**config.mk**
```make
export PLATFORM = sky130hd
export DESIGN_NAME = mpr_region_regs
export DESIGN_NICKNAME = d
export VERILOG_FILES = /design/src/mpr_pkg.sv /design/src/mpr_region_regs.sv
export SDC_FILE = /design/constraint.sdc
export NUM_CORES = 2
export LEC_CHECK = 0
export BUFFER_PORTS_ARGS = -buffer_cell sky130_fd_sc_hd__buf_4
export CAP_MARGIN = 40
export CELL_PAD_IN_SITES_DETAIL_PLACEMENT = 0
export CELL_PAD_IN_SITES_GLOBAL_PLACEMENT = 1
export CORE_ASPECT_RATIO = 1.5
export CORE_MARGIN = 5
export CORE_UTILIZATION = 52
export CTS_CLUSTER_SIZE = 16
export DETAILED_ROUTE_END_ITERATION = 7
export PLACE_DENSITY = 0.94
export SYNTH_ARGS = -nofsm -noshare
export SYNTH_HDL_FRONTEND = slang
export SYNTH_SLANG_ARGS = --single-unit
```
**constraint.sdc**
```tcl
create_clock -name core_clk -period 10.55 [get_ports core_clk]
set_input_delay 2.11 -clock core_clk [delete_from_list [all_inputs] [get_ports core_clk]]
set_output_delay 2.11 -clock core_clk [all_outputs]
set_load 0.01 [all_outputs]
```
**src/mpr_pkg.sv**
```systemverilog
package mpr_pkg;
  // Register offsets on the plain register port
  localparam logic [7:0] OFF_SELECT = 8'h00;
  localparam logic [7:0] OFF_BASE   = 8'h04;
  localparam logic [7:0] OFF_ATTR   = 8'h08;

  // Base register layout
  localparam int BASE_FLAG_BIT  = 4;
  localparam int BASE_REG_MSB   = 3;
  localparam int ADDR_LSB       = 5;
  localparam int SELECT_MSB     = 7;

  // Attribute/size register layout
  localparam int XN_BIT        = 28;
  localparam int AP_MSB        = 26;
  localparam int AP_LSB        = 24;
  localparam int SRD_MSB       = 15;
  localparam int SRD_LSB       = 8;
  localparam int SIZE_MSB      = 5;
  localparam int SIZE_LSB      = 1;
  localparam int EN_BIT        = 0;
  localparam logic [31:0] ATTR_WMASK = 32'h173f_ff3f;
  localparam logic [31:0] BASE_WMASK = 32'hffff_ffe0;

  // Size encodings
  localparam logic [4:0] SIZE_MIN    = 5'h04;
  localparam logic [4:0] SIZE_SUBREG = 5'h07;
  localparam logic [4:0] SIZE_FULL   = 5'h1f;
  localparam logic [5:0] N_MIN       = 6'h05;
  localparam logic [5:0] SUBREG_BITS = 6'h03;

  // Permission codes
  localparam logic [2:0] AP_NONE    = 3'h0;
  localparam logic [2:0] AP_PRIV_RW = 3'h1;
  localparam logic [2:0] AP_USER_RO = 3'h2;
  localparam logic [2:0] AP_FULL    = 3'h3;
  localparam logic [2:0] AP_RSVD    = 3'h4;
  localparam logic [2:0] AP_PRIV_RO = 3'h5;
  localparam logic [2:0] AP_RO_A    = 3'h6;
  localparam logic [2:0] AP_RO_B    = 3'h7;

  // Reset values
  localparam logic [31:0] REG_RESET = 32'h0000_0000;
endpackage : mpr_pkg

```
**src/mpr_region_regs.sv**
```systemverilog
`timescale 1ns/100ps
// How it works
// - Base write with flag set loads region select, then stores base there.
// - Base write with flag clear keeps select and stores to current region.
// - Base register flag bit always reads back zero.
// - Base register read shows current region select in low four bits.
// - Base held in bits 31..N; bits N-1..5 read zero.
// - A 32-byte region uses bits 31..5 as base.
// - Full 4GB region has no base and covers everything.
// - Attribute register takes word or halfword writes via byte enables.
// - Execute-never blocks instruction fetches from the region.
// - Permission code in bits 26..24 sets region access rights.
// - Type extension, shareable, cacheable, bufferable held in bits 21..16.
// - Each subregion-disable bit set switches off its subregion in regions of 256 bytes or more.
// - Only enabled regions take part in checks.
// - Region spans two to the power size plus one bytes; sizes below 4 give 32 bytes.
// - Code 000 denies all; 011 grants full access.
// - A permission violation raises the memory fault.
module mpr_region_regs
  import mpr_pkg::*;
#(
  parameter int NREG = 8
) (
  input  wire logic        core_clk,
  input  wire logic        sys_rst,
  input  wire logic [7:0]  regAddr,
  input  wire logic [31:0] regWrData,
  input  wire logic [3:0]  regWrBe,
  input  wire logic        regWrEn,
  input  wire logic        regRdEn,
  output logic      [31:0] regRdData,
  input  wire logic        protEnable,
  input  wire logic        privDefault,
  input  wire logic        chkValid,
  input  wire logic [31:0] chkAddr,
  input  wire logic        chkPriv,
  input  wire logic        chkWrite,
  input  wire logic        chkFetch,
  output logic      [7:0]  regionSel,
  output logic             memoryFault,
  output logic             chkHit,
  output logic      [7:0]  chkRegion
);

  // Region index width; one bit kept even for a single region
  // Select register stays eight bits wide for software, but only
  // the low index bits address storage, so high values alias
  localparam int IW = (NREG > 1) ? $clog2(NREG) : 1;

  // Per-region storage, reserved bits never stored
  logic [31:0] baseQ [NREG];
  logic [31:0] baseD [NREG];
  logic [31:0] attrQ [NREG];
  logic [31:0] attrD [NREG];
  logic [7:0]  selQ;
  logic [7:0]  selD;
  logic [31:0] rdQ;
  logic [31:0] rdD;
  logic        faultQ;
  logic        faultD;
  logic        hitQ;
  logic        hitD;
  logic [7:0]  hitRegQ;
  logic [7:0]  hitRegD;

  logic [IW-1:0] curIdx;
  logic [IW-1:0] tgtIdx;
  logic [7:0]    newSel;
  logic [31:0]   wrMask;
  logic [NREG-1:0] regHit;

  // Sizes below the minimum are clamped to the smallest region,
  // so a bad size field never opens up the whole address map.
  // The full size has no base at all and matches every address.
  // Shared by the read path and the per-region match logic
  // Bits at and above N, for N from the size field
  function automatic logic [31:0] base_mask(input logic [4:0] sz);
    logic [5:0]  n;
    logic [31:0] m;
    n = (sz < SIZE_MIN) ? N_MIN : {1'b0, sz} + 6'h01;
    m = '0;
    for (int b = 0; b < 32; b++) begin
      m[b] = (6'(b) >= n);
    end
    if (sz == SIZE_FULL) begin
      m = '0;
    end
    return m;
  endfunction : base_mask

  // Reads are allowed wherever writes are; read-only codes
  // only block the write direction, except 101, which also denies user reads.
  // Reserved code is denied so that a misprogrammed region
  // fails closed instead of granting access
  // Permission decode by privilege and direction
  function automatic logic perm_ok(input logic [2:0] ap,
                                   input logic priv,
                                   input logic wr);
    logic ok;
    case (ap)
      AP_NONE:    ok = 1'b0;
      AP_PRIV_RW: ok = priv;
      AP_USER_RO: ok = priv | ~wr;
      AP_FULL:    ok = 1'b1;
      AP_RSVD:    ok = 1'b0; // Unpredictable code, denied for safety
      AP_PRIV_RO: ok = priv & ~wr;
      AP_RO_A:    ok = ~wr;
      AP_RO_B:    ok = ~wr;
      default:    ok = 1'b0;
    endcase
    return ok;
  endfunction : perm_ok

  // Lanes are independent, so attributes and size can be
  // programmed by two halfword stores in either order
  // Byte-lane write mask, halfword writes keep the other half
  always_comb begin
    wrMask = '0;
    for (int k = 0; k < 4; k++) begin
      wrMask[k*8 +: 8] = {8{regWrBe[k]}};
    end
  end

  // The flag must arrive in lane zero; an upper-half write
  // cannot retarget the select register by accident.
  // Target is picked before the store so the base lands in
  // the newly selected region in the same cycle
  // Region select and write target
  always_comb begin
    curIdx = selQ[IW-1:0];
    newSel = {{(7-BASE_REG_MSB){1'b0}}, regWrData[BASE_REG_MSB:0]};
    if (regWrEn && regAddr == OFF_BASE && regWrBe[0] && regWrData[BASE_FLAG_BIT]) begin
      tgtIdx = newSel[IW-1:0];
    end else begin
      tgtIdx = curIdx;
    end
  end

  // All storage holds its value unless a write hits it.
  // Reserved positions are masked on the way in, so reads
  // never have to scrub stale data from them.
  // Unmapped offsets leave every register untouched
  // Next values for select and region storage
  always_comb begin
    selD = selQ;
    for (int r = 0; r < NREG; r++) begin
      baseD[r] = baseQ[r];
      attrD[r] = attrQ[r];
    end
    if (regWrEn) begin
      case (regAddr)
        OFF_SELECT: begin
          if (regWrBe[0]) begin
            selD = regWrData[SELECT_MSB:0];
          end
        end
        OFF_BASE: begin
          if (regWrBe[0] && regWrData[BASE_FLAG_BIT]) begin
            selD = newSel;
          end
          // Region field ignored when flag clear
          baseD[tgtIdx] = (baseQ[tgtIdx] & ~(wrMask & BASE_WMASK))
                        | (regWrData & wrMask & BASE_WMASK);
        end
        OFF_ATTR: begin
          attrD[curIdx] = (attrQ[curIdx] & ~(wrMask & ATTR_WMASK))
                        | (regWrData & wrMask & ATTR_WMASK);
        end
        default: begin
          selD = selQ; // Unmapped writes are dropped
        end
      endcase
    end
  end

  // Idle cycles return zero so a stale word cannot be
  // mistaken for a fresh answer by the bus master.
  // Base read hides bits below N, which depend on the size
  // field of the same region; a size change alters them
  // Read data, presented the cycle after the strobe
  always_comb begin
    rdD = '0;
    if (regRdEn) begin
      case (regAddr)
        OFF_SELECT: rdD = {24'h00_0000, selQ};
        OFF_BASE: begin
          rdD = baseQ[curIdx] & base_mask(attrQ[curIdx][SIZE_MSB:SIZE_LSB]);
          rdD[BASE_FLAG_BIT] = 1'b0;
          rdD[BASE_REG_MSB:0] = selQ[BASE_REG_MSB:0];
        end
        OFF_ATTR: rdD = attrQ[curIdx] & ATTR_WMASK;
        default:  rdD = '0;
      endcase
    end
  end

  // Each region compares the address above its own N.
  // Subregion index is the three bits just below N; regions
  // too small for subregions ignore the disable mask.
  // Misaligned bases simply match on the masked bits only,
  // so software alignment is assumed, not checked here
  // Per-region address match
  generate
    for (genvar g = 0; g < NREG; g++) begin : gRegion
      logic [4:0]  sz;
      logic [31:0] msk;
      logic [5:0]  n;
      logic [5:0]  sh;
      logic [31:0] shifted;
      logic [2:0]  sub;
      logic        subOff;
      always_comb begin
        sz = attrQ[g][SIZE_MSB:SIZE_LSB];
        msk = base_mask(sz);
        n = (sz < SIZE_MIN) ? N_MIN : {1'b0, sz} + 6'h01;
        sh = n - SUBREG_BITS;
        shifted = chkAddr >> sh;
        sub = shifted[2:0];
        // Small regions have no subregions
        subOff = (sz >= SIZE_SUBREG) && attrQ[g][SRD_LSB + 32'(sub)];
        regHit[g] = attrQ[g][EN_BIT]
                  && (((chkAddr ^ baseQ[g]) & msk) == 32'h0000_0000)
                  && !subOff;
      end
    end
  endgenerate

  // Overlaps are legal; the last hit in the loop wins, which
  // lets software layer a small region over a large one.
  // With no hit, only privileged accesses may fall back to
  // the background map, and only when it is switched on.
  // Fault is suppressed entirely while protection is off
  // Highest numbered matching region wins, then permissions
  always_comb begin
    logic         found;
    logic [IW-1:0] win;
    logic         ok;
    found = 1'b0;
    win = '0;
    ok = 1'b0;
    for (int r = 0; r < NREG; r++) begin
      if (regHit[r]) begin
        found = 1'b1;
        win = IW'(r);
      end
    end
    if (found) begin
      ok = perm_ok(attrQ[win][AP_MSB:AP_LSB], chkPriv, chkWrite)
         && !(chkFetch && attrQ[win][XN_BIT]);
    end else begin
      ok = privDefault && chkPriv; // Background map, privileged only
    end
    faultD = chkValid && protEnable && !ok;
    hitD = chkValid && found;
    hitRegD = hitRegQ;
    if (chkValid) begin
      hitRegD = 8'(win);
    end
  end

  // Synchronous reset clears every region, so all regions
  // start disabled and the check path sees no stray hits.
  // Only constants appear in the reset branch
  // Registers
  always_ff @(posedge core_clk) begin
    if (sys_rst) begin
      selQ    <= REG_RESET[7:0];
      rdQ     <= REG_RESET;
      faultQ  <= 1'b0;
      hitQ    <= 1'b0;
      hitRegQ <= REG_RESET[7:0];
      for (int r = 0; r < NREG; r++) begin
        baseQ[r] <= REG_RESET;
        attrQ[r] <= REG_RESET;
      end
    end else begin
      selQ    <= selD;
      rdQ     <= rdD;
      faultQ  <= faultD;
      hitQ    <= hitD;
      hitRegQ <= hitRegD;
      for (int r = 0; r < NREG; r++) begin
        baseQ[r] <= baseD[r];
        attrQ[r] <= attrD[r];
      end
    end
  end

  // Check results lag the request by one cycle; the fault
  // pulse stands for exactly one cycle per violating check
  // Outputs straight from flops
  assign regRdData   = rdQ;
  assign regionSel   = selQ;
  assign memoryFault = faultQ;
  assign chkHit      = hitQ;
  assign chkRegion   = hitRegQ;

endmodule : mpr_region_regs

```
==> results.cfg <==
[outcome]
status = finished, final reports clean

[clock_network]
cts_sinks = 496
clock_latency_ns = 0.64
post_cts_resized = 0
cts_tree = done
cts_hold_buffers = 0
cts_root_buf = clkbuf_16
clk_path_buf_depth = 3
cts_made_buffers = 50
clk_pin_slew_ns = 0.07
cts.htree.levels = 2
cts_setup_buffers = 0

[setup_path]
crit_buf_inv = 1
max_stage_delay_ns = 0.76
cp_slowest_cell = a41oi_1
crit_family = compound AO/OA/AOI/OAI gates
critPathKind = reg2reg
crit_arrival_ns = 7.71
crit_fanout = 16
endpoint_kind = register
start_kind = register
critical_path.cell_chain = or3_1 -> nand2_2 -> ha_1 -> clkinv_1 -> xnor2_4 -> mux2i_1 -> o22ai_1 -> a41oi_1 -> and2_1 -> mux2_1 -> o211ai_2 -> nand2_1 -> a221oi_4 -> o21ai_1 -> a211o_1 -> a221oi_1 -> a311o_1 -> o211ai_1
crit_required_ns = 11.06

[detailed_routing]
drc = 0
antenna_left = 0
wirelength_um = 176000
vias_per_cell = 6.91
dr.pass1.iters = 6
wire_per_inst_um = 31.3
drt_iter0_markers = 5117
num_vias = 38900

[synthesis]
avgSynthCellArea_um2 = 7.92
async_flop_share_pct = 0
yosysUniqueCellTypes = 113
ys.warnings.count = 0
synth-edff-count = 0
netlist_area_um2 = 37900
ys_ff_latch = 496
ys_seq_area_share_pct = 26.2
synthFlopType = dfxtp_1
netlist_instances = 4791

[grt]
grt_pass1_wl_um = 251000
grt_max_degree = 162
grt_overflow_total = 0
grtUsageTotal_pct = 42.8
grt_antenna_before_repair = 3
grt_pass1_vias = 36600

[layout]
num-fill-cells = 6668
fin_util_pct = 57.0
regArea_um2 = 9940
nNetsFinal = 4800
multiInputGateArea_um2 = 26200
syn2layout_area_growth_pct = 8.93
instances_no_fill = 5632
final_layout_size_suffix_gt1_share_pct = 13.6

[timing]
slew_violations = 0
period_minus_slack_ns = 7.20
setup_viol = 0
max_freq_mhz = 139
fin_tns_setup_ns = 0
post-route-period-util_pct = 68.3
fin_worst_skew_ns = 0.0237
rsz0062_at_grt = no
max_slew.worst_pin.slew_ns = 1.18
hold_viol = 0
slew_headroom_pct = 20.7

[placement]
gp_congestion = 1.13
io_buffers = 130
dp_hpwl_um = 127000
placed_cells = 5537

[pwr]
ir_worst_vdd_v = 0.000161
leakage_nw = 14.6
power_mw = 4.29
power_density_nw_per_um2 = 104

[die]
core_um2 = 72500
die_w_um = 231
dieHeight_um = 341
die-area_um2 = 78500
start_util_pct = 52.3
io_pins = 136
row_count = 121

[flow_run]
timing.max_cap.violations = 0

[min_path]
hp-class = reg2reg
-- area by class of cell --
class / count / share of cell area [%]
clock inverter: 21 / 0.715
clock buffer: 69 / 3.47
inverter: 79 / 0.718
timing repair buffer: 223 / 4.79
sequential: 496 / 24.1
antenna: 2 / 0.0121
multi-input combinational: 3820 / 63.4
tap: 922 / 2.79
-- routing by layer --
| metal | track usage, % | part of all wire (%) | vias up | routed length [um] |
|---|---|---|---|---|
| li1 | - | - | 16900 | - |
| met1 | 49.0 | 34 | 18600 | 59100 |
| met5 | 0 | 0 | - | 0 |
| met3 | 9.14 | 11 | 776 | 19100 |
| met2 | 67.5 | 44 | 2693 | 77600 |
| met4 | 37.1 | 12 | 0 | 20400 |
-- synthesized netlist by cell type (44+ instances only) --
cell type	number	area [um^2]
nor2b_1	65	407
nor2_1	554	2080
nor3_1	48	240
mux4_2	204	4590
dfxtp_1	496	9930
a311oi_1	47	412
o21ai_0	116	581
buf_1	56	210
mux2i_1	246	2460
nand3_1	112	561
clkbuf_1	280	1050
xor2_1	135	1180
xnor2_1	166	1450
a21oi_1	562	2810
inv_1	69	259
nand2_1	817	3070
ha_1	44	551
-- placed cells by master, fill, tap and decap left out, drive strengths merged, types with 17 or more instances in the layout --
master	instances
xnor2	171
o22ai	31
a21oi	564
o21ai	134
nor2b	65
and2	27
or3	17
nand2b	35
o211ai	39
buf	223
a211oi	22
and3	41
nand3	112
or2	21
inv	79
ha	44
mux2	44
a31oi	28
clkbuf	69
o31ai	18
xor2	136
nor4	17
nor2	555
nand4	18
a311oi	48
nand2	821
dfxtp	496
nor3	50
mux2i	246
o21a	20
a22oi	27
mux4	204
-- worst paths after layout --
| kind | slack, ns | from | cells past startpoint | to |
|---|---|---|---|---|
| max | 3.35 | attrQ[4][4]$_SDFFE_PP0P_ | 18 | memoryFault$_SDFF_PP0_ |
| min | 0.48 | attrQ[3][19]$_SDFFE_PP0P_ | 2 | attrQ[3][19]$_SDFFE_PP0P_ |
| max reg2reg | 3.35 | attrQ[4][4]$_SDFFE_PP0P_ | 18 | memoryFault$_SDFF_PP0_ |
| min reg2reg | 0.48 | attrQ[3][19]$_SDFFE_PP0P_ | 2 | attrQ[3][19]$_SDFFE_PP0P_ |
-- stage by stage --
| step | worst slack [ns] | hold WS, ns | instance area, um^2 |
|---|---|---|---|
| after global routing | 3.17 | 0.484 | 41300 |
| after detailed placement | 3.11 | 0.467 | 39600 |
| final | 3.35 | 0.477 | 41300 |
| after CTS | 3.57 | 0.480 | 41300 |
| after global placement | 3.15 | 0.460 | 39000 |
| after floorplan | 4.78 | 0.449 | 37900 |
-- cells by family after synthesis --
family          count (synthesis)  synth area share [%]
other cells                     1               0.00989
xor+xnor                      307                  7.33
flops                         496                  26.2
buf+inv                       479                  5.22
mux                           494                  19.9
fa+ha+maj                      47                  1.53
compound gates               1136                  18.9
simple gates                 1831                  21.0
-- worst reg2reg max path, stage by stage, from the launching register on --
cell and delay, ns:
dfxtp_1 0.49, or3_1 0.57, nand2_2 0.24, ha_1 0.56
clkinv_1 0.47, xnor2_4 0.62, mux2i_1 0.31, o22ai_1 0.12
a41oi_1 0.76, and2_1 0.33, mux2_1 0.36, o211ai_2 0.18
nand2_1 0.21, a221oi_4 0.71, o21ai_1 0.26, a211o_1 0.32
a221oi_1 0.33, a311o_1 0.18, o211ai_1 0.08
-- state kept, by name, indices dropped and copies added, names as in the netlist, named ones only --
| signal | flops |
|---|---|
| chkRegion | 3 |
| regionSel | 8 |
| attrQ | 192 |
| chkHit | 1 |
| memoryFault | 1 |
| baseQ | 256 |
| regRdData | 32 |
-- power by group --
| part | internal, mW | leakage [nW] | total (mW) | switching [mW] |
|---|---|---|---|---|
| logic | 0.129 | 9.73 | 0.448 | 0.319 |
| clock network | 1.10 | 0.840 | 1.96 | 0.862 |
| registers | 1.87 | 4.00 | 1.87 | 0.00104 |
Power figures use the tool's default switching activity.
